### src/rtl/sadm_pkg.sv
// package: address map, targets, pin bundles and timing for the system address decoder
package sadm_pkg;

    // ----------------------------------------------------------------
    // address map
    // ----------------------------------------------------------------
    localparam logic [31:0] SADM_ZERO_BASE = 32'h0000_0000;
    localparam logic [31:0] SADM_IMEM_HI_BASE = 32'h1000_0000;
    localparam logic [31:0] SADM_CODE_MASK = 32'hfff0_0000;
    localparam logic [31:0] SADM_DMEM_BASE = 32'h2000_0000;
    localparam logic [31:0] SADM_DMEM_MASK = 32'hfff0_0000;
    localparam logic [31:0] SADM_BRAM_BASE = 32'h6000_0000;
    localparam logic [31:0] SADM_PERIPH_BASE = 32'h4000_0000;
    localparam logic [31:0] SADM_PERIPH_END = 32'h5fff_ffff;
    localparam logic [31:0] SADM_SLOT_MASK = 32'hffff_0000;
    localparam logic [31:0] SADM_EXTDEV_BASE = 32'ha000_0000;
    localparam logic [31:0] SADM_SYSTEM_BASE = 32'he000_0000;
    localparam int unsigned SADM_BRAM_BYTES = 8192;

    // ----------------------------------------------------------------
    // peripheral slots, 64KB each
    // ----------------------------------------------------------------
    localparam int unsigned SADM_NUM_PERIPH = 8;
    localparam logic [SADM_NUM_PERIPH*32-1:0] SADM_PERIPH_BASES = {
        32'h4013_0000,  // 7: base board flash controller
        32'h4012_0000,  // 6: gpio block c
        32'h4011_0000,  // 5: gpio block b
        32'h4010_0000,  // 4: serial port
        32'h4003_0000,  // 3: adaptor single spi
        32'h4002_0000,  // 2: adaptor flash, normal mode
        32'h4001_0000,  // 1: gpio block a, holds the flash select
        32'h4000_0000   // 0: adaptor flash, execute in place
    };

    // ----------------------------------------------------------------
    // interrupt line numbers
    // ----------------------------------------------------------------
    localparam int unsigned SADM_IRQ_WIDTH = 32;
    localparam int unsigned SADM_NUM_IRQ_SRC = 7;
    localparam int unsigned SADM_IRQ_PRESENT_LINE = 31;

    // ----------------------------------------------------------------
    // reset and strap timing
    // ----------------------------------------------------------------
    localparam int unsigned SADM_CLK_MHZ = 125;
    localparam int unsigned SADM_CPU_HOLD_NS = 64;
    localparam int unsigned SADM_CPU_HOLD_CYC =
        (SADM_CPU_HOLD_NS * SADM_CLK_MHZ + 999) / 1000;
    localparam int unsigned SADM_FLASH_IO = 4;

    typedef enum logic [2:0] {
        SADM_TGT_NONE = 3'b000,
        SADM_TGT_IMEM = 3'b001,
        SADM_TGT_DMEM = 3'b010,
        SADM_TGT_XIP_CODE = 3'b011,
        SADM_TGT_BRAM = 3'b100,
        SADM_TGT_PERIPH = 3'b101,
        SADM_TGT_SYSTEM = 3'b110
    } sadm_tgt_t;

    typedef enum logic [1:0] {
        SADM_ST_RESET = 2'b00,
        SADM_ST_STRAP = 2'b01,
        SADM_ST_HOLD = 2'b10,
        SADM_ST_RUN = 2'b11
    } sadm_state_t;

    typedef struct packed {
        logic valid;
        logic fetch;
        logic write;
        logic [31:0] addr;
    } sadm_req_t;

    typedef struct packed {
        logic sclk;
        logic cs_n;
        logic [SADM_FLASH_IO-1:0] io_out;
        logic [SADM_FLASH_IO-1:0] io_oe;
    } sadm_flash_pins_t;

endpackage

### src/rtl/sadm_flash_mux.sv
// module: registered two-to-one owner switch for the adaptor flash pins
`timescale 1ns/1ps
`default_nettype none
module sadm_flash_mux
    import sadm_pkg::*;
(
    input wire logic clk_in,
    input wire logic rst_n_in,
    input wire logic ce_in,
    input wire logic sel_normal_in,
    input wire sadm_flash_pins_t xip_pins_in,
    input wire sadm_flash_pins_t nrm_pins_in,
    input wire logic [SADM_FLASH_IO-1:0] pad_io_in,
    output sadm_flash_pins_t pad_pins_out,
    output logic [SADM_FLASH_IO-1:0] xip_io_out,
    output logic [SADM_FLASH_IO-1:0] nrm_io_out
);
    // ----------------------------------------------------------------
    // pin ownership
    // ----------------------------------------------------------------
    // idle pins: chip select high, clock low, no drive
    localparam sadm_flash_pins_t IDLE_PINS = '{sclk: 1'b0, cs_n: 1'b1,
        io_out: '0, io_oe: '0};

    always_ff @(posedge clk_in or negedge rst_n_in) begin
        if (!rst_n_in) begin
            pad_pins_out <= IDLE_PINS;
        end else if (ce_in) begin
            pad_pins_out <= sel_normal_in ? nrm_pins_in : xip_pins_in;
        end
    end

    // the deselected controller sees a quiet bus, so it cannot act on
    // traffic that belongs to the other one
    always_ff @(posedge clk_in or negedge rst_n_in) begin
        if (!rst_n_in) begin
            xip_io_out <= '0;
            nrm_io_out <= '0;
        end else if (ce_in) begin
            xip_io_out <= sel_normal_in ? '0 : pad_io_in;
            nrm_io_out <= sel_normal_in ? pad_io_in : '0;
        end
    end
endmodule // sadm_flash_mux
`default_nettype wire

### src/rtl/sadm_top.sv
// module: system address decoder, boot alias, flash owner switch and interrupt map
`timescale 1ns/1ps
`default_nettype none
module sadm_top
    import sadm_pkg::*;
#(
    parameter int unsigned BRAM_BYTES = SADM_BRAM_BYTES,
    parameter int unsigned CPU_HOLD_CYC = SADM_CPU_HOLD_CYC
)(
    input wire logic ref_clk_in,
    input wire logic rst_n_in,
    input wire logic clk_en_in,
    // strap from the adaptor connector, low when fitted
    input wire logic adaptor_present_n_in,
    // processor bus request
    input wire sadm_req_t req_in,
    // decode answer
    output logic resp_valid_out,
    output sadm_tgt_t resp_target_out,
    output logic [SADM_NUM_PERIPH-1:0] resp_periph_sel_out,
    output logic resp_err_out,
    output logic resp_nx_out,
    output logic [31:0] err_addr_out,
    // boot control
    output logic cpu_rst_n_out,
    output logic adaptor_fitted_out,
    // flash owner switch, high selects the normal-mode controller
    input wire logic flash_sel_normal_in,
    input wire sadm_flash_pins_t xip_pins_in,
    input wire sadm_flash_pins_t nrm_pins_in,
    input wire logic [SADM_FLASH_IO-1:0] flash_io_in,
    output sadm_flash_pins_t flash_pins_out,
    output logic [SADM_FLASH_IO-1:0] xip_io_out,
    output logic [SADM_FLASH_IO-1:0] nrm_io_out,
    // interrupt sources, in line order 0..6
    input wire logic [SADM_NUM_IRQ_SRC-1:0] irq_src_in,
    output logic [SADM_IRQ_WIDTH-1:0] irq_out
);
    // ----------------------------------------------------------------
    // parameter checks
    // ----------------------------------------------------------------
    localparam int unsigned HOLD_W = (CPU_HOLD_CYC < 2) ? 1 : $clog2(CPU_HOLD_CYC + 1);

    generate
        if (BRAM_BYTES < 4 || (BRAM_BYTES & (BRAM_BYTES - 1)) != 0) begin : g_bad_bram
            $error("block ram size must be a power of two of at least four bytes");
        end
        if (CPU_HOLD_CYC < 1) begin : g_bad_hold
            $error("processor reset hold must be at least one cycle");
        end
    endgenerate

    localparam logic [31:0] BRAM_MASK = ~(32'(BRAM_BYTES) - 32'h0000_0001);

    // ----------------------------------------------------------------
    // reset release
    // ----------------------------------------------------------------
    logic rst_meta_r;
    logic rst_sync_r;

    always_ff @(posedge ref_clk_in or negedge rst_n_in) begin
        if (!rst_n_in) begin
            rst_meta_r <= 1'b0;
            rst_sync_r <= 1'b0;
        end else begin
            rst_meta_r <= 1'b1;
            rst_sync_r <= rst_meta_r;
        end
    end

    // ----------------------------------------------------------------
    // strap capture and processor reset hold
    // ----------------------------------------------------------------
    sadm_state_t state_r;
    sadm_state_t state_nxt;
    logic [HOLD_W-1:0] hold_cnt_r;
    logic fitted_r;

    always_comb begin
        state_nxt = state_r;
        case (state_r)
            SADM_ST_RESET: state_nxt = SADM_ST_STRAP;
            SADM_ST_STRAP: state_nxt = SADM_ST_HOLD;
            SADM_ST_HOLD: begin
                if (hold_cnt_r == HOLD_W'(CPU_HOLD_CYC - 1)) begin
                    state_nxt = SADM_ST_RUN;
                end
            end
            SADM_ST_RUN: state_nxt = SADM_ST_RUN;
            default: state_nxt = SADM_ST_RESET;
        endcase
    end

    always_ff @(posedge ref_clk_in or negedge rst_sync_r) begin
        if (!rst_sync_r) begin
            state_r <= SADM_ST_RESET;
        end else if (clk_en_in) begin
            state_r <= state_nxt;
        end
    end

    always_ff @(posedge ref_clk_in or negedge rst_sync_r) begin
        if (!rst_sync_r) begin
            hold_cnt_r <= '0;
        end else if (clk_en_in) begin
            if (state_r == SADM_ST_HOLD) begin
                hold_cnt_r <= hold_cnt_r + HOLD_W'(1);
            end else begin
                hold_cnt_r <= '0;
            end
        end
    end

    // the strap is frozen once caught; a board plugged in later takes
    // effect only after the next reset, so the boot alias never moves
    // under a running processor
    always_ff @(posedge ref_clk_in or negedge rst_sync_r) begin
        if (!rst_sync_r) begin
            fitted_r <= 1'b0;
        end else if (clk_en_in && state_r == SADM_ST_STRAP) begin
            fitted_r <= ~adaptor_present_n_in;
        end
    end

    always_ff @(posedge ref_clk_in or negedge rst_sync_r) begin
        if (!rst_sync_r) begin
            cpu_rst_n_out <= 1'b0;
            adaptor_fitted_out <= 1'b0;
        end else if (clk_en_in) begin
            cpu_rst_n_out <= (state_nxt == SADM_ST_RUN);
            adaptor_fitted_out <= fitted_r;
        end
    end

    // ----------------------------------------------------------------
    // peripheral slot match
    // ----------------------------------------------------------------
    logic [SADM_NUM_PERIPH-1:0] slot_hit;

    genvar gi;
    generate
        for (gi = 0; gi < SADM_NUM_PERIPH; gi++) begin : g_slot
            assign slot_hit[gi] = (req_in.addr & SADM_SLOT_MASK)
                == SADM_PERIPH_BASES[gi*32 +: 32];
        end
    endgenerate

    // ----------------------------------------------------------------
    // address decode
    // ----------------------------------------------------------------
    sadm_tgt_t tgt_nxt;
    logic err_nxt;
    logic nx_nxt;
    logic in_periph;
    logic in_zero;
    logic in_imem_hi;

    assign in_periph = (req_in.addr >= SADM_PERIPH_BASE) && (req_in.addr <= SADM_PERIPH_END);
    assign in_zero = (req_in.addr & SADM_CODE_MASK) == SADM_ZERO_BASE;
    assign in_imem_hi = (req_in.addr & SADM_CODE_MASK) == SADM_IMEM_HI_BASE;

    always_comb begin
        tgt_nxt = SADM_TGT_NONE;
        err_nxt = 1'b0;
        nx_nxt = 1'b0;
        if (in_zero) begin
            // the boot alias follows the caught strap
            tgt_nxt = fitted_r ? SADM_TGT_XIP_CODE : SADM_TGT_IMEM;
        end else if (in_imem_hi) begin
            tgt_nxt = SADM_TGT_IMEM;
        end else if ((req_in.addr & SADM_DMEM_MASK) == SADM_DMEM_BASE) begin
            if (req_in.fetch) begin
                nx_nxt = 1'b1;
                err_nxt = 1'b1;
            end else begin
                tgt_nxt = SADM_TGT_DMEM;
            end
        end else if ((req_in.addr & BRAM_MASK) == SADM_BRAM_BASE) begin
            tgt_nxt = SADM_TGT_BRAM;
        end else if (in_periph && (|slot_hit)) begin
            tgt_nxt = SADM_TGT_PERIPH;
        end else if (req_in.addr >= SADM_SYSTEM_BASE) begin
            // private processor space, resolved inside the core
            tgt_nxt = SADM_TGT_SYSTEM;
        end else begin
            // external gaps, unused peripheral slots, unused ram and
            // the whole external device space end here
            err_nxt = 1'b1;
        end
    end

    // ----------------------------------------------------------------
    // decode answer, one cycle after the request
    // ----------------------------------------------------------------
    logic bus_live;

    assign bus_live = req_in.valid && (state_r == SADM_ST_RUN);

    always_ff @(posedge ref_clk_in or negedge rst_sync_r) begin
        if (!rst_sync_r) begin
            resp_valid_out <= 1'b0;
            resp_target_out <= SADM_TGT_NONE;
            resp_periph_sel_out <= '0;
            resp_err_out <= 1'b0;
            resp_nx_out <= 1'b0;
        end else if (clk_en_in) begin
            resp_valid_out <= bus_live;
            if (bus_live) begin
                resp_target_out <= tgt_nxt;
                resp_periph_sel_out <= (tgt_nxt == SADM_TGT_PERIPH) ? slot_hit : '0;
                resp_err_out <= err_nxt;
                resp_nx_out <= nx_nxt;
            end else begin
                resp_target_out <= SADM_TGT_NONE;
                resp_periph_sel_out <= '0;
                resp_err_out <= 1'b0;
                resp_nx_out <= 1'b0;
            end
        end
    end

    // last refused address stays until the next refusal, for fault handlers
    always_ff @(posedge ref_clk_in or negedge rst_sync_r) begin
        if (!rst_sync_r) begin
            err_addr_out <= '0;
        end else if (clk_en_in && bus_live && err_nxt) begin
            err_addr_out <= req_in.addr;
        end
    end

    // ----------------------------------------------------------------
    // flash owner switch
    // ----------------------------------------------------------------
    // no interlock here: flipping to the normal controller while code
    // runs from flash starves the fetch path, and software owns that
    sadm_flash_mux u_flash_mux (
        .clk_in(ref_clk_in),
        .rst_n_in(rst_sync_r),
        .ce_in(clk_en_in),
        .sel_normal_in(flash_sel_normal_in),
        .xip_pins_in(xip_pins_in),
        .nrm_pins_in(nrm_pins_in),
        .pad_io_in(flash_io_in),
        .pad_pins_out(flash_pins_out),
        .xip_io_out(xip_io_out),
        .nrm_io_out(nrm_io_out)
    );

    // ----------------------------------------------------------------
    // interrupt map
    // ----------------------------------------------------------------
    logic [SADM_IRQ_WIDTH-1:0] irq_nxt;

    always_comb begin
        irq_nxt = '0;
        irq_nxt[SADM_NUM_IRQ_SRC-1:0] = irq_src_in;
        // a level, read by software as board presence
        irq_nxt[SADM_IRQ_PRESENT_LINE] = adaptor_present_n_in;
    end

    always_ff @(posedge ref_clk_in or negedge rst_sync_r) begin
        if (!rst_sync_r) begin
            irq_out <= '0;
        end else if (clk_en_in) begin
            irq_out <= irq_nxt;
        end
    end
endmodule // sadm_top
`default_nettype wire

### config.mk
export PLATFORM = sky130hd
export DESIGN_NAME = sadm_top
export DESIGN_NICKNAME = d
export VERILOG_FILES = /design/src/rtl/sadm_pkg.sv /design/src/rtl/sadm_flash_mux.sv /design/src/rtl/sadm_top.sv
export SDC_FILE = /design/constraint.sdc
export NUM_CORES = 1
export LEC_CHECK = 0
export ABC_CLOCK_PERIOD_IN_PS = 3120
export BUFFER_PORTS_ARGS = -buffer_cell sky130_fd_sc_hd__buf_2
export CAP_MARGIN = 40
export CORE_MARGIN = 1
export CORE_UTILIZATION = 47
export DETAILED_ROUTE_END_ITERATION = 6
export PLACE_DENSITY_LB_ADDON = 0.3
export SYNTH_ARGS = -nofsm -noshare
export SYNTH_HDL_FRONTEND = slang
export SYNTH_HIERARCHICAL = 1
export SYNTH_SLANG_ARGS = --single-unit
### constraint.sdc
create_clock -name ref_clk_in -period 3.12 [get_ports ref_clk_in]
set_input_delay 0.156 -clock ref_clk_in [delete_from_list [all_inputs] [get_ports ref_clk_in]]
set_output_delay 0.156 -clock ref_clk_in [all_outputs]
set_load 0.005 [all_outputs]
==> qor.yml, run 1 <==
drt:
  wl_per_cell_um: 13.5
  via_per_inst: 4.77
  antenna_left: 0
  num_vias: 2641
  post-route-drc-count: 0
  drt_iter0_drc: 88
  routed_wl_um: 7480
  dr.pass1.iters: 4
sta:
  hold_viol_final: 0
  clock_skew_ps: 10.9
  layout_setup_ws_ps: 840
  period_share_pct: 73.1
  fmaxAchievable_mhz: 439
  maxSlewHeadroom_pct: 45.9
  fin_crit_ps: 2280
  setup_viol: 0
  tns_ps: 0
  tightest_slew_ps: 805
  final_max_slew_viol_count: 0
  rsz0062_at_grt: "false"
yosys:
  synth_mux_area_share_pct: 15.1
  synth_compound_area_share_pct: 9.97
  ys_types: 43
  synth-edff-count: 0
  synth_top_family_by_area: "multiplexers"
  ys.warnings.count: 6
  syn_inst: 302
  synthAdderAreaFrac_pct: 0.337
  synth_flop_cell: "dfrtp_1"
  synthSimpleGateAreaFrac_pct: 9.39
  syn_avg_cell_area_um2: 12.3
  synthXorXnorAreaFrac_pct: 0
  syn-cell-area_um2: 3720
  synth-async-reset-ratio_pct: 100
  synth_seq_area_share_pct: 55.9
  ys_seq_elements: 83
power_and_ir_drop:
  p_leak_uw: 0.00233
  p_per_area_nw_per_um2: 652
  ir_drop_mv: 0.389
global_routing:
  groute.usage.overall_pct: 19.3
  grt_overflow: 0
  antenna_found_initial: 0
  grt_pass1_wl_um: 12800
  grt_max_degree: 57
  grt_pass1_vias: 2705
clock_network:
  post_cts_resize_count: 0
  cts_hold_buf: 2
  insertion_delay_ps: 330
  cts_buffer_depth: 2
  clkTransAtPathRegs_ps: 90
  cts_num_sinks: 83
  numCtsBuffers: 9
  cts-root-buf: "clkbuf_8"
  cts_setup_buffers: 0
  cts_max_level: 3
  tritoncts: "done"
layout:
  areaGrowthSynthToFinish_pct: 24.6
  fillCellCount: 660
  postLayoutCellArea_um2: 4630
  drive_gt1_share_pct: 45.8
  seqCellArea_um2: 2080
  final_cell_mix: "buf_2 (143), dfrtp_1 (81), mux2_2 (28)"
  multiInputGateArea_um2: 1390
  nNetsFinal: 519
  n_antenna_cell: 0
  final_common_cell: "buf_2"
worst_setup_path:
  r2r-start: "state_r[1]"
  startpoint: "req_in[24]"
  end_kind: "register"
  critPathRequiredTime_ps: 3350
  r2r_slack_ps: 920
  cp_max_fo: 20
  timing.rr.end: "err_addr_out[25]"
  reg2regPathDepth: 6
  arrival_ps: 2500
  critical_path_class: "in2reg"
  start_kind: "input pin"
min_path:
  hold_class: "in2reg"
  hold_depth: 2
  hp-start: "req_in[9]"
  hold_end: "err_addr_out[9]"
placement:
  dp_slack_ps: 514
  hpwl_um: 5480
  placed_cell_area_um2: 4420
  portBuffers: 143
  gp_congestion: 0.770
floorplanning:
  row_count: 32
  initial_core_util_pct: 48.3
  die_h_um: 90.9
  die_w_um: 90.9
  die_area_um2: 8270
  io_pins: 169
  core-area_um2: 7690
flow_run:
  max-cap-violations: 0
status:
  status: "finished, final reports clean"
[worst max path at each step]
stage                               endpoint  cells past startpoint
after global placement      err_addr_out[17]                      7
final                       err_addr_out[12]                      7
after detailed placement    err_addr_out[12]                      7
after global routing        err_addr_out[18]                      7
after floorplan           adaptor_fitted_out                      0
after CTS                   err_addr_out[12]                      7
[report_power, final]
| group | total [uW] | internal (uW) | leakage [uW] | switching, uW |
|---|---|---|---|---|
| clock network | 752 | 392 | 0.0000926 | 361 |
| registers | 1500 | 1350 | 0.00101 | 153 |
| logic | 767 | 449 | 0.00122 | 318 |
| total | 3020 | 2190 | 0.00233 | 832 |
[final cells by class]
| class | count | share of cell area (%) |
|---|---|---|
| Timing Repair Buffer | 148 | 17.1 |
| Tap cell | 102 | 2.76 |
| Multi-Input combinational cell | 192 | 29.9 |
| Clock buffer | 12 | 3.13 |
| Sequential cell | 83 | 45.0 |
| Clock inverter | 4 | 1.08 |
| Inverter | 13 | 1.05 |
[layer usage]
| layer | vias up | track usage, % | share of wire [%] |
|---|---|---|---|
| met5 | - | 0 | 0 |
| met4 | 0 | 6.22 | 0.90 |
| met3 | 5 | 3.11 | 4.3 |
| met2 | 88 | 33.5 | 50 |
| met1 | 1257 | 24.7 | 44 |
| li1 | 1291 | - | - |
[per-stage QoR]
stage	util, %	hold slack (ps)	total power (uW)	instances
floorplan	-	-140	1940	325
global placement	57.1	-58.0	2250	535
detailed placement	57.4	-56.5	2300	536
CTS	60.2	35.9	3070	554
global route	60.2	38.3	3210	554
finish	60.2	47.1	3020	554
[worst max-delay path, stage by stage]
cell	delay, ps
buf_2	110
or4_1	620
nor2_2	290
a31oi_1	270
a21boi_4	460
buf_12	240
mux2_2	350
[kinds of logic after synthesis]
| kind of cell | count (synthesis) |
|---|---|
| DFF | 83 |
| and+or+nand+nor | 64 |
| AOI/OAI and AO/OA | 54 |
| buffers and inverters | 50 |
| muxes | 48 |
| other | 2 |
| adders and majority gates | 1 |
[sequential cells by signal, summed over array words and instances (netlist names), 2 cells and up]
name / cells
state_r: 2
u_flash_mux/nrm_io_out: 4
resp_periph_sel_out: 8
u_flash_mux/xip_io_out: 4
resp_target_out: 3
irq_out: 8
hold_cnt_r: 4
u_flash_mux/pad_pins_out: 10
err_addr_out: 32
[Yosys cell counts, types with 2 or more instances]
library cell	n	area share, %
buf_2	4	0.54
buf_4	26	5.3
nor4_1	2	0.34
buf_6	2	0.61
nor2_1	16	1.6
mux2i_1	11	3.0
inv_1	13	1.3
o2bb2ai_1	11	2.6
buf_12	2	1.1
clkbuf_1	3	0.30
dfrtp_1	82	55
nand2_1	13	1.3
nand2b_1	5	0.84
mux2_2	28	8.5
a21oi_1	14	1.9
mux2_4	9	3.6
conb_1	2	0.20
nor3_1	2	0.27
nand3_1	9	1.2
nand3b_1	4	0.81
or4_1	2	0.40
a31oi_1	2	0.34
o21ai_0	20	2.7
Power figures use the tool's default switching activity.
==> run 2: changes to the inputs <==
- ABC_AREA: not set -> 1
- ABC_CLOCK_PERIOD_IN_PS: 3120 -> 2100
- CORE_UTILIZATION: 47 -> 48
- clock period: 3.12 -> 2.1 ns (I/O delays scaled with it)
==> run 2 against run 1 <==
- clock skew decreased by 2.8 ps
- register-to-register slack got worse by 480 ps
- combinational power increased by 54%
- sequential share of layout area decreased by 5.4 points
- clock-buffer cell count decreased by 3
==> qor.yml, run 2 <==
sta:
  maxSlewHeadroom_pct: 63.7
  tns_ps: 0
  hold_viol_final: 0
  fmaxAchievable_mhz: 542
  tightest_slew_ps: 545
  clock_skew_ps: 8.11
  setup_viol: 0
  period_share_pct: 87.9
  fin_crit_ps: 1850
  hold_slack_ps: 17.8
  rsz0062_at_grt: "false"
  final_max_slew_viol_count: 0
clock_network:
  numCtsBuffers: 9
  cts_buffer_depth: 2
  insertion_delay_ps: 340
  clkTransAtPathRegs_ps: 90
  cts-root-buf: "clkbuf_8"
  cts_num_sinks: 83
  tritoncts: "done"
  cts_max_level: 3
floorplanning:
  die_h_um: 92.8
  core-area_um2: 7850
  die_area_um2: 8620
  initial_core_util_pct: 50.5
  die_w_um: 92.8
  io_pins: 169
  row_count: 32
global_routing:
  antenna_found_initial: 0
  grt_pass1_wl_um: 16100
  groute.usage.overall_pct: 23.7
  grt_pass1_vias: 3570
  grt_overflow: 0
  grt_max_degree: 43
layout:
  n_antenna_cell: 0
  fin_util_pct: 67.1
  nNetsFinal: 739
  final_common_cell: "nand2_1"
  areaGrowthSynthToFinish_pct: 33.0
  final_cell_mix: "nand2_1 (200), buf_2 (143), dfrtp_1 (81)"
  top_register: "err_addr_out"
  seqCellArea_um2: 2080
  finalNonFillerCells: 774
  multiInputGateArea_um2: 1530
  drive_gt1_share_pct: 27.7
  reg_top3: "err_addr_out x32, u_flash_mux/pad_pins_out x10"
  largest_reg_flops: 32
  fillCellCount: 657
placement:
  dp.cells: 717
  hpwl_um: 6490
  portBuffers: 143
  gp_congestion: 0.845
power_and_ir_drop:
  switchingPower_uw: 1440
  ir_drop_mv: 0.578
  combPwrFrac_pct: 25.8
  internal-power_uw: 3120
  p_seq_share_pct: 48.6
  p_total_uw: 4560
  p_clk_share_pct: 25.6
  netSwitchingFraction_pct: 31.6
  p_leak_uw: 0.00306
  p_per_area_nw_per_um2: 866
yosys:
  synth_flop_cell: "dfrtp_1"
  ys.warnings.count: 6
  syn_inst: 486
  yosys-top-cells-area: "dfrtp_1 (52%), nand2_1 (19%), nand3_1 (6.7%)"
  syn_avg_cell_area_um2: 8.15
  synthMostInstantiatedCell: "nand2_1"
  ys_seq_elements: 83
  ys_top_cells_by_count: "nand2_1 (200), dfrtp_1 (82), nand3_1 (53)"
  synth-async-reset-ratio_pct: 100
  synth_seq_area_share_pct: 52.5
  ys_types: 29
  synth-edff-count: 0
  synth_top_area_share_pct: 51.8
  syn-cell-area_um2: 3960
  synth_top_cell_by_area: "dfrtp_1"
drt:
  routed_wl_um: 9880
  dr.pass1.iters: 4
  post-route-drc-count: 0
  wl_per_cell_um: 12.8
  drt_iter0_drc: 139
  num_vias: 3699
  antenna_left: 0
  via_per_inst: 4.78
worst_setup_path:
  cpMostUsedCell: "nand2_1"
  path_delay_family: "simple AND/OR/NAND/NOR gates"
  crit_chain: "dlygate4sd3_1 > buf_2 > nor2_1 > nand2_2 > nor2_1 > nand2_1 > nand2_1 > nor2_2 > nand4_4 > buf_6 > nand3_1 > nand2_1"
  cp.buffers_inverters: 3
  critical_path_class: "in2reg"
  critPathSlowestCell: "dlygate4sd3_1"
  cpPeakStageDelay_ps: 530
  end_kind: "register"
  critPathRequiredTime_ps: 2380
  arrival_ps: 2120
  start_kind: "input pin"
  cp_max_fo: 33
status:
  status: "finished, final reports clean"
min_path:
  hold_class: "in2reg"
flow_run:
  max-cap-violations: 0
## run 2: changes by cell type after synthesis, moves of 8 or more
cell and delta:
nand2_1 +187, nand3_1 +44, mux2_2 -28, inv_1 +22, a21oi_1 -11, mux2i_1 -11, o2bb2ai_1 -11, mux2_4 -9
nor2_1 +8, o21ai_0 -8
## run 2: routing by layer
metal | share of wire, % | global-route usage, %
met1 | 41 | 28.4
met2 | 50 | 41.0
met3 | 6.7 | 5.42
met4 | 1.5 | 9.36
met5 | 0 | 0
## run 2: power by group through the flow
stage          Clock (uW)  Combinational [uW]  Sequential [uW]
6_report             1170                1180             2220
3_3_place_gp            0                1080             2230
5_1_grt              1260                1340             2270
3_5_place_dp            0                1120             2230
4_1_cts              1200                1180             2220
2_1_floorplan           0                 564             2270
## run 2: final timing paths
path,startpoint,end,slack [ps],cells after the start
max,req_in[26],err_addr_out[15],250,12
min,req_in[17],err_addr_out[17],20,3
max reg2reg,state_r[0],err_addr_out[2],440,8
min reg2reg,rst_sync_r,err_addr_out[8],320,0
max in group asynchronous,rst_sync_r,err_addr_out[16],1170,1
min in group asynchronous,rst_n_in,rst_sync_r,80,2
## run 2: final cells by class
cell class / instances / area share [%]
Sequential cell: 83 / 39.5
Multi-Input combinational cell: 344 / 29.0
Timing Repair Buffer: 189 / 22.4
Inverter: 40 / 2.85
Tap cell: 102 / 2.42
Clock buffer: 9 / 2.35
Clock inverter: 7 / 1.45
## run 2: kinds of logic (layout without fill, tap and decap cells)
group | after synthesis | count (layout) | synth area share, %
adder cells (fa/ha/maj) | 1 | 1 | 0.316
AO/OA/AOI/OAI | 20 | 20 | 2.75
flip-flops | 83 | 83 | 52.5
AND/OR/NAND/NOR | 298 | 298 | 33.0
other | 2 | 25 | 0.190
buffers and inverters | 82 | 245 | 11.3
## run 2: worst reg2reg max path, cell delays in order (launching register included)
cell,delay (ps)
dfrtp_1,400
nand3_1,130
nor2_4,190
nand2_1,90
nor2_2,180
nand4_4,120
nand2_4,290
nand2_1,130
nand2_1,80
## run 2: per-stage QoR
stage          setup slack [ps]  cell area, um2
2_1_floorplan               695            4050
3_3_place_gp                328            4650
3_5_place_dp                257            4650
4_1_cts                    94.8            5260
5_1_grt                    71.9            5270
6_report                    254            5270
## run 2: repair_timing
action / CTS / global route
endpoints found under the hold margin: 43 / 0
hold buffers: 41 / 0
gates resized for setup: 0 / 2
buffers inserted: 0 / 0
setup endpoints to repair: 0 / 32
